===== config.mk =====
export PLATFORM = sky130hd
export DESIGN_NAME = chan_cfg_regs
export DESIGN_NICKNAME = d
export VERILOG_FILES = /design/src/logic/chan_cfg_pkg.sv /design/src/logic/tick_delay_queue.sv /design/src/logic/chan_cfg_regs.sv
export VERILOG_INCLUDE_DIRS = /design/src /design/src/logic
export SDC_FILE = /design/constraint.sdc
export NUM_CORES = 2
export LEC_CHECK = 0
export BUFFER_PORTS_ARGS = -buffer_cell sky130_fd_sc_hd__buf_2
export CORE_MARGIN = 2
export CORE_UTILIZATION = 55
export CTS_BUF_LIST = sky130_fd_sc_hd__clkbuf_4 sky130_fd_sc_hd__clkbuf_8
export DETAILED_ROUTE_END_ITERATION = 8
export PLACE_DENSITY_LB_ADDON = 0.1
export SYNTH_ARGS = -nofsm -noshare
export SYNTH_HDL_FRONTEND = slang
export SYNTH_SLANG_ARGS = --single-unit

===== constraint.sdc =====
create_clock -name clk_i -period 17.4 [get_ports clk_i]
set_input_delay 3.48 -clock clk_i [delete_from_list [all_inputs] [get_ports clk_i]]
set_output_delay 3.48 -clock clk_i [all_outputs]
set_load 0.1 [all_outputs]

===== src/logic/chan_cfg_consts.svh =====
`ifndef CHAN_CFG_CONSTS_SVH
`define CHAN_CFG_CONSTS_SVH

// Register indices; byte address is four times the index
`define IDX_CH2_GAIN    7'h44
`define IDX_CH2_DELAY   7'h45
`define IDX_CH3_VOLUME  7'h48
`define IDX_CH3_GAIN    7'h49
`define IDX_STATUS      7'h4c

// Reset values
`define RST_GAIN_REG    8'h80
`define RST_DELAY       8'h00
`define RST_VOLUME      8'hc9

// Field positions
`define GAIN_MSB        7
`define GAIN_LSB        4
`define ST_OVERRUN      0
`define ST_MUTED        1

// Codes and scaling
`define VOL_MUTE        8'h00
`define VOL_BIAS        9'h00f
`define VOL_STEPS_OCT   9'h00c
`define VOL_SHIFT_BASE  6'h21
`define TRIM_SHIFT      6'h0f

`endif


===== src/logic/chan_cfg_pkg.sv =====
package chan_cfg_pkg;

	// One decimated sample with its strobe
	typedef struct packed {
		logic              valid;
		logic signed [23:0] data;
	} sample_t;

	// Classic Wishbone request from the master
	typedef struct packed {
		logic        cyc;
		logic        stb;
		logic        we;
		logic [3:0]  sel;
		logic [8:0]  adr;
		logic [31:0] dat;
	} wb_req_t;

endpackage : chan_cfg_pkg


===== src/logic/tick_delay_queue.sv =====
`timescale 1ns/1ns
// Holds samples and releases each after a set number of modulator ticks
module tick_delay_queue #(
	parameter int DEPTH = 4
) (
	input  wire logic                 clk_i,
	input  wire logic                 rst_i,
	input  wire logic [7:0]           delay_i,
	input  wire logic                 tick_i,
	input  wire chan_cfg_pkg::sample_t in_i,
	output chan_cfg_pkg::sample_t     out_o,
	output logic                      overrun_o
);
	localparam int PW = $clog2(DEPTH);

	// Pointer arithmetic relies on natural wrap
	if (DEPTH < 2 || (1 << PW) != DEPTH) begin : g_chk
		$error("DEPTH must be a power of two, at least 2");
	end

	logic [23:0]   data_reg [DEPTH];   // Held sample per entry
	logic [23:0]   data_next [DEPTH];
	logic [7:0]    cnt_reg [DEPTH];    // Ticks still to wait
	logic [7:0]    cnt_next [DEPTH];
	logic [7:0]    cnt_dec [DEPTH];    // Count after this cycle's tick
	logic [DEPTH-1:0] vld_reg;         // Entry occupied
	logic [DEPTH-1:0] vld_next;
	logic [PW-1:0] wp_reg, wp_next;    // Next free slot
	logic [PW-1:0] rp_reg, rp_next;    // Oldest entry
	chan_cfg_pkg::sample_t out_reg, out_next;
	logic          ovr_reg, ovr_next;

	// Per-entry countdown on each modulator tick
	for (genvar i = 0; i < DEPTH; i++) begin : g_cnt
		assign cnt_dec[i] = (vld_reg[i] && tick_i && cnt_reg[i] != 8'h00)
			? cnt_reg[i] - 8'h01 : cnt_reg[i];
	end

	// Pop the head when its wait is over, push arrivals at the tail
	always_comb begin
		data_next = data_reg;
		cnt_next  = cnt_dec;
		vld_next  = vld_reg;
		wp_next   = wp_reg;
		rp_next   = rp_reg;
		out_next  = '0;
		ovr_next  = 1'b0;
		// Release oldest sample once its delay has elapsed
		if (vld_reg[rp_reg] && cnt_reg[rp_reg] == 8'h00) begin
			out_next.valid   = 1'b1;
			out_next.data    = data_reg[rp_reg];
			vld_next[rp_reg] = 1'b0;
			rp_next          = rp_reg + 1'b1;
		end
		// Accept new sample into the free slot
		if (in_i.valid) begin
			if (!vld_reg[wp_reg]) begin
				data_next[wp_reg] = in_i.data;
				cnt_next[wp_reg]  = delay_i;
				vld_next[wp_reg]  = 1'b1;
				wp_next           = wp_reg + 1'b1;
			end else begin
				// Queue full: sample dropped
				ovr_next = 1'b1;
			end
		end
	end

	// State registers
	always_ff @(posedge clk_i) begin
		if (rst_i) begin
			for (int i = 0; i < DEPTH; i++) begin
				data_reg[i] <= 24'h000000;
				cnt_reg[i]  <= 8'h00;
			end
			vld_reg <= '0;
			wp_reg  <= '0;
			rp_reg  <= '0;
			out_reg <= '0;
			ovr_reg <= 1'b0;
		end else begin
			data_reg <= data_next;
			cnt_reg  <= cnt_next;
			vld_reg  <= vld_next;
			wp_reg   <= wp_next;
			rp_reg   <= rp_next;
			out_reg  <= out_next;
			ovr_reg  <= ovr_next;
		end
	end

	assign out_o     = out_reg;
	assign overrun_o = ovr_reg;

endmodule : tick_delay_queue


===== src/logic/chan_cfg_regs.sv =====
// Decided for this implementation: the Wishbone slave port.
`timescale 1ns/1ns
`include "chan_cfg_consts.svh"
// Function
// - Four-bit gain trim, 0.1 dB steps, reset 8
// - Low nibble reserved, reads zero, write zero
// - Delay channel by phase trim modulator cycles
// - Phase trim resets to zero, no delay
// - Volume code zero mutes the channel
// - Volume -100 dB at 1, 0.5 dB steps
// - Volume resets to 201, unity level
// - Only channel 3 has a volume register; channel 2 has none
// - Channel 2 gain register at 0x44, reset 0x80
module chan_cfg_regs #(
	parameter int DELAY_DEPTH = 4
) (
	input  wire logic                  clk_i,
	input  wire logic                  rst_i,
	// Wishbone slave
	input  wire chan_cfg_pkg::wb_req_t wb_i,
	output logic [31:0]                wb_dat_o,
	output logic                       wb_ack_o,
	// Modulator clock tick, one cycle per modulator period
	input  wire logic                  mod_tick_i,
	// Decimated samples in and scaled samples out
	input  wire chan_cfg_pkg::sample_t ch2_sample_i,
	input  wire chan_cfg_pkg::sample_t ch3_sample_i,
	output chan_cfg_pkg::sample_t      ch2_sample_o,
	output chan_cfg_pkg::sample_t      ch3_sample_o
);

	if (DELAY_DEPTH < 2) begin : g_chk
		$error("DELAY_DEPTH must be at least 2");
	end

	// Gain trim code to linear factor, Q1.15, -0.8 dB to +0.7 dB
	function automatic logic [15:0] trim_lin(input logic [3:0] c);
		logic [15:0] f;
		f = 16'h8000;
		unique case (c)
			4'h0: f = 16'h74bd;
			4'h1: f = 16'h7617;
			4'h2: f = 16'h7775;
			4'h3: f = 16'h78d7;
			4'h4: f = 16'h7a3d;
			4'h5: f = 16'h7ba8;
			4'h6: f = 16'h7d16;
			4'h7: f = 16'h7e89;
			4'h8: f = 16'h8000;
			4'h9: f = 16'h817c;
			4'ha: f = 16'h82fb;
			4'hb: f = 16'h8480;
			4'hc: f = 16'h8608;
			4'hd: f = 16'h8796;
			4'he: f = 16'h8928;
			4'hf: f = 16'h8abe;
		endcase
		return f;
	endfunction : trim_lin

	// Half-dB step within one 6 dB octave, Q1.15
	function automatic logic [15:0] vol_mant(input logic [3:0] r);
		logic [15:0] f;
		f = 16'h8000;
		unique case (r)
			4'h0: f = 16'h8000;
			4'h1: f = 16'h8796;
			4'h2: f = 16'h8f9e;
			4'h3: f = 16'h9821;
			4'h4: f = 16'ha124;
			4'h5: f = 16'haab1;
			4'h6: f = 16'hb4ce;
			4'h7: f = 16'hbf85;
			4'h8: f = 16'hcade;
			4'h9: f = 16'hd6e3;
			4'ha: f = 16'he39f;
			4'hb: f = 16'hf11c;
			default: f = 16'h8000;
		endcase
		return f;
	endfunction : vol_mant

	// Multiply, shift right and clamp to the 24-bit sample range
	function automatic logic signed [23:0] scale(
		input logic signed [23:0] s,
		input logic [15:0]        m,
		input logic [5:0]         sh
	);
		logic signed [40:0] p;
		p = s * $signed({1'b0, m});
		p = p >>> sh;
		if (p > 41'sh000007fffff) begin
			return 24'h7fffff;
		end else if (p < -41'sh000000800000) begin
			return 24'h800000;
		end
		return p[23:0];
	endfunction : scale

	// Register file state
	logic [3:0] ch2_gain_reg, ch2_gain_next;     // Channel 2 trim nibble
	logic [7:0] ch2_delay_reg, ch2_delay_next;   // Channel 2 phase trim
	logic [7:0] ch3_vol_reg, ch3_vol_next;       // Channel 3 volume code
	logic [3:0] ch3_gain_reg, ch3_gain_next;     // Channel 3 trim nibble
	logic       ovr_reg, ovr_next;               // Sticky delay overrun
	logic       ack_reg, ack_next;               // Bus acknowledge
	logic [31:0] rdat_reg, rdat_next;            // Read data
	logic [6:0] idx;                             // Word index of access
	logic       wr_commit;                       // Write lands this edge
	logic [7:0] rd_byte;                         // Selected register value
	logic       q_overrun;                       // Drop pulse from queue

	assign idx       = wb_i.adr[8:2];
	assign wr_commit = wb_i.cyc && wb_i.stb && wb_i.we && ack_reg && wb_i.sel[0];

	// Read mux; unmapped words read zero
	always_comb begin
		rd_byte = 8'h00;
		unique case (idx)
			`IDX_CH2_GAIN:   rd_byte = {ch2_gain_reg, 4'h0};
			`IDX_CH2_DELAY:  rd_byte = ch2_delay_reg;
			`IDX_CH3_VOLUME: rd_byte = ch3_vol_reg;
			`IDX_CH3_GAIN:   rd_byte = {ch3_gain_reg, 4'h0};
			`IDX_STATUS:     rd_byte = {6'h00, ch3_vol_reg == `VOL_MUTE, ovr_reg};
			default:         rd_byte = 8'h00;
		endcase
	end

	// Bus handshake and register writes
	always_comb begin
		ch2_gain_next  = ch2_gain_reg;
		ch2_delay_next = ch2_delay_reg;
		ch3_vol_next   = ch3_vol_reg;
		ch3_gain_next  = ch3_gain_reg;
		ovr_next       = ovr_reg;
		// Ack one cycle after the request, drop it the cycle after
		ack_next  = wb_i.cyc && wb_i.stb && !ack_reg;
		rdat_next = ack_next ? {24'h000000, rd_byte} : 32'h00000000;
		// Writes take effect at the edge where ack is seen
		if (wr_commit) begin
			unique case (idx)
				`IDX_CH2_GAIN: begin
					// Reserved low nibble is not stored
					ch2_gain_next = wb_i.dat[`GAIN_MSB:`GAIN_LSB];
				end
				`IDX_CH2_DELAY:  ch2_delay_next = wb_i.dat[7:0];
				`IDX_CH3_VOLUME: ch3_vol_next   = wb_i.dat[7:0];
				`IDX_CH3_GAIN:   ch3_gain_next  = wb_i.dat[`GAIN_MSB:`GAIN_LSB];
				`IDX_STATUS: begin
					// Write one clears the overrun flag
					if (wb_i.dat[`ST_OVERRUN]) begin
						ovr_next = 1'b0;
					end
				end
				default: begin
					// Unmapped write ignored
				end
			endcase
		end
		// A new overrun wins over a clear in the same cycle
		if (q_overrun) begin
			ovr_next = 1'b1;
		end
	end

	// Register file flip-flops
	always_ff @(posedge clk_i) begin
		if (rst_i) begin
			ch2_gain_reg  <= 4'(`RST_GAIN_REG >> 4);
			ch2_delay_reg <= `RST_DELAY;
			ch3_vol_reg   <= `RST_VOLUME;
			ch3_gain_reg  <= 4'(`RST_GAIN_REG >> 4);
			ovr_reg       <= 1'b0;
			ack_reg       <= 1'b0;
			rdat_reg      <= 32'h00000000;
		end else begin
			ch2_gain_reg  <= ch2_gain_next;
			ch2_delay_reg <= ch2_delay_next;
			ch3_vol_reg   <= ch3_vol_next;
			ch3_gain_reg  <= ch3_gain_next;
			ovr_reg       <= ovr_next;
			ack_reg       <= ack_next;
			rdat_reg      <= rdat_next;
		end
	end

	assign wb_dat_o = rdat_reg;
	assign wb_ack_o = ack_reg;

	// Channel 2 phase delay ahead of the gain stage
	chan_cfg_pkg::sample_t ch2_dly;  // Delayed channel 2 sample

	tick_delay_queue #(
		.DEPTH(DELAY_DEPTH)
	) u_ch2_delay (
		.clk_i    (clk_i),
		.rst_i    (rst_i),
		.delay_i  (ch2_delay_reg),
		.tick_i   (mod_tick_i),
		.in_i     (ch2_sample_i),
		.out_o    (ch2_dly),
		.overrun_o(q_overrun)
	);

	// Volume code split into octave shift and half-dB mantissa
	logic [8:0]  vol_biased;  // Code plus bias, unity at a whole octave
	logic [8:0]  vol_oct;     // Whole 6 dB octaves
	logic [8:0]  vol_rem;     // Half-dB steps left over
	logic [5:0]  vol_shift;   // Right shift applied after the product
	logic [15:0] vol_factor;  // Mantissa for the remainder

	// Level rises 0.5 dB per code from -100 dB at code 1
	always_comb begin
		vol_biased = {1'b0, ch3_vol_reg} + `VOL_BIAS;
		vol_oct    = vol_biased / `VOL_STEPS_OCT;
		vol_rem    = vol_biased % `VOL_STEPS_OCT;
		vol_shift  = `VOL_SHIFT_BASE - vol_oct[5:0];
		vol_factor = vol_mant(vol_rem[3:0]);
	end

	// Sample pipeline state
	chan_cfg_pkg::sample_t ch2_out_reg, ch2_out_next;   // Channel 2 result
	chan_cfg_pkg::sample_t ch3_trim_reg, ch3_trim_next; // Channel 3 after trim
	chan_cfg_pkg::sample_t ch3_out_reg, ch3_out_next;   // Channel 3 result

	// Gain trim and volume on decimated samples before output
	always_comb begin
		ch2_out_next  = '0;
		ch3_trim_next = '0;
		ch3_out_next  = '0;
		// Channel 2: trim after the delay queue
		if (ch2_dly.valid) begin
			ch2_out_next.valid = 1'b1;
			ch2_out_next.data  = scale(ch2_dly.data, trim_lin(ch2_gain_reg),
				`TRIM_SHIFT);
		end
		// Channel 3: trim stage
		if (ch3_sample_i.valid) begin
			ch3_trim_next.valid = 1'b1;
			ch3_trim_next.data  = scale(ch3_sample_i.data, trim_lin(ch3_gain_reg),
				`TRIM_SHIFT);
		end
		// Channel 3: volume stage, zero code mutes
		if (ch3_trim_reg.valid) begin
			ch3_out_next.valid = 1'b1;
			if (ch3_vol_reg == `VOL_MUTE) begin
				ch3_out_next.data = 24'h000000;
			end else begin
				ch3_out_next.data = scale(ch3_trim_reg.data, vol_factor,
					vol_shift);
			end
		end
	end

	// Sample pipeline flip-flops
	always_ff @(posedge clk_i) begin
		if (rst_i) begin
			ch2_out_reg  <= '0;
			ch3_trim_reg <= '0;
			ch3_out_reg  <= '0;
		end else begin
			ch2_out_reg  <= ch2_out_next;
			ch3_trim_reg <= ch3_trim_next;
			ch3_out_reg  <= ch3_out_next;
		end
	end

	assign ch2_sample_o = ch2_out_reg;
	assign ch3_sample_o = ch3_out_reg;

endmodule : chan_cfg_regs


* Word-level counts from Yosys, hierarchy flattened
Memories as Yosys holds them, arrays and structs flattened. A register that Yosys moved wholly into a read port is not among the register bits. Index checks and enable logic that the tools add are counted.
Cells by class: $lt $le $gt $ge 13, mux-type cells 65, multipliers 3, bitwise operators 12, shift-type cells 1, div/mod/pow operators 2, eq/ne operators 5, add/sub/neg operators 8, reduce and logical (&&, ||, !) cells 39
Operators by type and width (number):
- two-way mux 24 bit | 13
- multiplier 24 x 17 -> 41 bit | 3
- two-way mux 25 bit | 4
- bitwise mux 96 bit | 1
- two-way mux 32 bit | 2
- two-way mux 8 bit | 7
- greater-than comparator 26 x 24 -> 1 bit (second input constant) | 2
- < comparator 26 x 24 -> 1 bit (second input constant) | 2
- binary-select mux 24 bit (select 2 bit) | 1
- demux 24 bit (select 2 bit) | 1
- greater-than comparator 41 x 24 -> 1 bit (second input constant) | 1
- < comparator 41 x 24 -> 1 bit (second input constant) | 1
- >>> shifter 41 x 6 -> 41 bit | 1
- one-hot mux 8 bit (5 select lines) | 1
- == test 7 bit (second input constant) | 5
- bitwise mux 32 bit | 1
- two-way mux 16 bit | 2
- nonzero test 8 bit | 4
- subtractor 8 x 1 -> 8 bit (second input constant) | 4
- two-way mux 4 bit | 7
- two-way mux 1 bit | 19
- logical AND 1 bit | 17
- binary-select mux 8 bit (select 2 bit) | 1
- demux 8 bit (select 2 bit) | 1
- other kinds (23) | 47
Word-level totals: word-level logic and storage cells 179, output and inout bits 83, flip-flop bits (word level) 295, ROM bits 752, memories 3
Memories:
- (name not given) | depth 16, width 16, read ports 1, clocked after memory_dff 1, write ports 0, RTL line chan_cfg_regs.sv:40 | unique case (c)
- (name not given) | depth 16, width 16, read ports 1, clocked after memory_dff 1, write ports 0, RTL line chan_cfg_regs.sv:40
- (name not given) | depth 16, width 15, read ports 1, clocked after memory_dff 0, write ports 0, RTL line chan_cfg_regs.sv:65 | unique case (r)

* Depth between registers and ports, before layout
An unclocked memory read counts as a cell.
word-level depth 13, gate-level depth with buffers 49, mapped depth without buffers 40

* By module
Synthesis repeated with hierarchy kept, for this count alone.
Second synthesis, totals: cell total of the unflattened synthesis 6356, area, all modules 55838.6 µm²
By module, submodules not included:
- chan_cfg_regs | area an instance 48770.5 µm², times used 1, seq. area each 2742.6 µm², cells each 5574
- tick_delay_queue | area an instance 7068.0 µm², times used 1, seq. area each 3243.1 µm², cells each 782

* Worst setup path after synthesis
OpenSTA, ideal clock, no wires.
path type reg-to-reg, from register ch3_vol_reg[0], to register ch3_out_reg, in the netlist ch3_sample_o[10], data required time 17.285 ns, arrival 11.417 ns, setup slack 5.868 ns, cell stages (with the launch flop) 44, buffers on the path 7, cells stage by stage dfxtp_1 > buf_2 > inv_1 > ha_1 > clkbuf_1 > or3_1 > a211oi_1 > o211ai_1 > a31oi_2 > mux2i_1 > and2_1 > buf_2 > buf_2 > xnor2_1 > mux2i_1 > o21ai_0 > clkbuf_1 > nand2_1 > [8 not listed] > inv_1 > ha_1 > clkbuf_1 > and3_1 > nor3b_1 > o31a_1 > or2_2 > a41oi_1 > o21ai_1 > xor2_1 > nor2_1 > o21ai_0 > a211o_1 > or4b_4 > o41ai_2 > a211oi_2 > buf_6 > a31o_1
Between the ends: cells in the longest elaborated chain, start to end 11, elaborated cells on any way between the ends 17, classes of those cells add/sub (2); mul (1); div (2); order compare (2); shift (1); mux (6); reduce/logical (2); memory (1)
Ends and longest elaborated chain:
- start: declaration | RTL line chan_cfg_regs.sv:103 | logic [7:0] ch3_vol_reg, ch3_vol_next;
- start signal: assignment | RTL line chan_cfg_regs.sv:171 | ch3_vol_reg <= `RST_VOLUME;
- start signal: assignment | RTL line chan_cfg_regs.sv:179 | ch3_vol_reg <= ch3_vol_next;
- adder 8 x 4 -> 9 bit (no source line)
- remainder unit 9 x 4 -> 9 bit (no source line)
- memory (16 x 15 bit)
- multiplier 24 x 17 -> 41 bit | RTL line chan_cfg_regs.sv:90 | p = s * $signed({1'b0, m});
- >>> shifter 41 x 6 -> 41 bit | RTL line chan_cfg_regs.sv:91 | p = p >>> sh;
- < comparator 41 x 24 -> 1 bit | RTL line chan_cfg_regs.sv:94 | end else if (p < -41'sh000000800000) begin
- two-way mux 1 bit | RTL line chan_cfg_regs.sv:94
- two-way mux 1 bit | RTL line chan_cfg_regs.sv:92 | if (p > 41'sh000007fffff) begin
- two-way mux 1 bit | RTL line chan_cfg_regs.sv:246 | if (ch3_vol_reg == `VOL_MUTE) begin
- two-way mux 1 bit | RTL line chan_cfg_regs.sv:244 | if (ch3_trim_reg.valid) begin
- two-way mux 24 bit | RTL line chan_cfg_regs.sv:97 | return p[23:0];
- end signal: assignment | RTL line chan_cfg_regs.sv:264 | ch3_out_reg <= ch3_out_next;
- end: declaration | RTL line chan_cfg_regs.sv:224 | chan_cfg_pkg::sample_t ch3_out_reg, ch3_out_next;
Parallel ways exist; a longest one is shown, timed or not. The select of a mux whose other input is x is not followed. A chain may end at the register's enable or synchronous reset.

* Final worst setup path
from register ch3_vol_reg[0], to register ch3_out_reg, in the netlist ch3_sample_o[20]
Same word-level chain as after synthesis.

==> flow_summary.json <==
{
  "finClkSkew_ns": 0.0454,
  "hold_viol_final": 0,
  "yosys-top-cells-area": "fa_1 40%, dfxtp_1 11%, inv_1 9.2%, ha_1 7.4%, nand2_1 7.2%",
  "drt_iter0_markers": 2890,
  "largest_reg_flops": 96,
  "dpl.hpwl_mm": 110,
  "setup_viol": 0,
  "post_cts_buffers": 0,
  "synth.top_cell.area_share_pct": 40.2,
  "nets": 7928,
  "grt_pass1_wl_mm": 234,
  "critPathKind": "reg2reg",
  "ant_nets": 0,
  "swShare_pct": 33.2,
  "syn_inst": 6438,
  "grt_max_degree": 108,
  "crit_slowest_cell": "nor3b_2",
  "place_ws_ns": 3.00,
  "clk_path_buf_depth": 3,
  "overflow": 0,
  "p_leak_nw": 27.9,
  "multi_input_comb_area_um2": 43600,
  "max_freq_mhz": 68.9,
  "avgSynthCellArea_um2": 8.70,
  "cts_tree": "done",
  "synth_async_sr_flop_share_pct": 0,
  "p_seq_share_pct": 42.1,
  "netlist_area_um2": 56000,
  "path_max_fanout": 23,
  "grt_pass1_vias": 44100,
  "stdcell_count": 7781,
  "max_stage_delay_ns": 0.74,
  "cts_hold_buf": 0,
  "die_width_um": 323,
  "clk_pin_slew_ns": 0.06,
  "pwr_density_cell_nw_per_um2": 31.6,
  "cts.repair.resized": 0,
  "cts_root_buffer": "clkbuf_8",
  "ys_ff_latch": 299,
  "dp.cells": 7684,
  "dieArea_um2": 104000,
  "track_usage_pct": 28.3,
  "numCtsBuffers": 51,
  "grt_setup_unrepaired": "no",
  "via_per_inst": 5.39,
  "io-pin-count": 184,
  "worstMarginPinSlew_ns": 1.22,
  "p_switching_mw": 0.617,
  "yosys_warnings": 0,
  "ctsHtreeMaxLevel": 2,
  "period_share_pct": 83.4,
  "start_kind": "flip-flop",
  "rows": 117,
  "io_buffers": 130,
  "area_delta_synth_final_pct": 4.88,
  "ir_worst_vdd_mv": 0.0511,
  "combPwrFrac_pct": 20.0,
  "fp.dieH_um": 323,
  "dr.pass1.iters": 7,
  "vias": 41900,
  "initial_core_util_pct": 55.3,
  "wl_mm": 140,
  "grt_antenna_before_repair": 9,
  "seq_area_frac_synth_pct": 10.7,
  "crit_path_end_kind": "flip-flop",
  "synth.distinct_cells": 100,
  "synth_flop_cell": "dfxtp_1",
  "gp_congestion": 0.903,
  "cts_sinks": 299,
  "synth_edf_count": 0,
  "clock_latency_ns": 0.69,
  "n_fill_cell": 9329,
  "setup_tns_ns": 0,
  "intPower_mw": 1.24,
  "drt-wirelength-per-cell_um": 18.0,
  "hp-class": "reg2reg",
  "clockPowerShare_pct": 37.9,
  "drc": 0,
  "drive_above_1_share_pct": 5.99,
  "fin_ws_ns": 2.88,
  "core_um2": 101000,
  "drv_slew": 0,
  "synth_top_area_cell": "fa_1",
  "crit_top_cell": "fa_1",
  "regArea_um2": 5990,
  "arrival_ns": 15.07,
  "max_cap_viol_count": 0,
  "layout_min_cycle_time_ns": 14.52,
  "slew-limit-headroom_pct": 18.8,
  "cp.required_ns": 17.96,
  "outcome": "complete, no violations"
}
cells by family (layout without fill, tap and decap cells):
group                    after synthesis  after routing  share of synthesized area, %
AO/OA/AOI/OAI                        785            785                          9.25
other                                  1             29                       0.00670
multiplexers                         119            119                          2.77
buffers and inverters               1716           1663                          11.8
flip-flops                           299            299                          10.7
AND/OR/NAND/NOR                     1925           1925                          15.7
XOR/XNOR                             135            135                          2.11
adder cells (fa/ha/maj)             1458           1458                          47.7
worst max-delay path: cells and delay by family, from the launching register on:
kind / cells / cell delay [ns]
buffers and inverters: 6 / 1.46
muxes: 3 / 0.81
and+or+nand+nor: 7 / 2.77
AOI/OAI and AO/OA: 11 / 3.41
DFF: 1 / 0.59
xor gates and xnor gates: 3 / 1.03
adders and majority gates: 8 / 4.28
through the flow:
step | util (%) | hold slack (ns) | area, µm² | power, mW
final | 58.0 | 0.445 | 58700 | 1.86
after CTS | 58.0 | 0.443 | 58700 | 1.88
after detailed placement | 56.8 | 0.427 | 57600 | 1.17
after global routing | 58.0 | 0.470 | 58700 | 1.95
after global placement | 56.8 | 0.426 | 57600 | 1.16
after floorplan | - | 0.413 | 56100 | 1.06
worst paths after layout:
check	start	end	slack (ns)	depth (start not counted)
setup / recovery	ch3_vol_reg[0]	ch3_sample_o[20]	2.88	38
hold / removal	u_ch2_delay.overrun_o	ovr_reg	0.45	2
setup reg to reg	ch3_vol_reg[0]	ch3_sample_o[20]	2.88	38
hold reg to reg	u_ch2_delay.overrun_o	ovr_reg	0.45	2
power by group through the flow:
stage	registers (mW)	logic [mW]	clock network (mW)
5_1_grt	0.788	0.412	0.753
3_3_place_gp	0.795	0.367	0
6_report	0.781	0.372	0.705
2_1_floorplan	0.774	0.282	0
3_5_place_dp	0.796	0.372	0
4_1_cts	0.782	0.373	0.723
layout by cell type, fill, tap and decap left out, drive strengths merged, types with 37 or more instances in the layout:
cell type  synthesis  routed
buf               54     191
dfxtp            299     299
ha               333     333
nand3             37      37
and2             353     353
nor2b             42      42
a21oi            245     245
mux2i             76      76
clkbuf           282      78
a21o              78      78
fa              1125    1125
nand2           1076    1076
nor2             225     225
inv             1379    1380
a211oi            51      51
nor3              46      46
o21ai            148     148
xnor2             96      96
xor2              39      39
area by class of cell:
type	count	area share, %
Clock buffer	78	1.66
Clock inverter	14	0.277
Sequential cell	299	10.2
Tap cell	1368	2.91
Multi-Input combinational cell	4446	74.2
Inverter	1380	8.82
Timing Repair Buffer	191	1.89
Antenna cell	5	0.0213
layer usage:
metal	wire [µm]	global-route usage, %	vias to the layer above
met5	18	0	-
met4	3960	7.92	4
met3	6810	3.06	208
met2	69400	49.2	1029
met1	59600	37.5	21200
li1	-	-	19500
Yosys cell counts, types with 8 or more instances:
cell and number:
nor3_1 46, fa_1 1125, ha_1 333, nor2b_1 42, nor4_1 10, a31oi_1 21
a211oi_1 50, a311oi_1 16, and3_1 24, nand2b_1 18, or3_1 15, a22oi_1 11
mux2_2 16, buf_4 29, o21ai_0 140, xor2_1 39, buf_2 17, a221oi_1 10
clkbuf_1 282, or4_1 10, o21bai_1 13, nand2_1 1076, and2_1 352, o221ai_1 9
o31ai_1 11, nor2_1 223, xnor2_1 96, a31o_1 14, nand4_1 17, a21boi_0 8
mux4_2 27, a211o_1 16, a21oi_1 244, a21o_1 78, dfxtp_1 299, o21a_1 13
mux2i_1 76, nand3_1 37, inv_1 1378, or2_2 14, o211ai_1 31
Power figures use the tool's default switching activity.
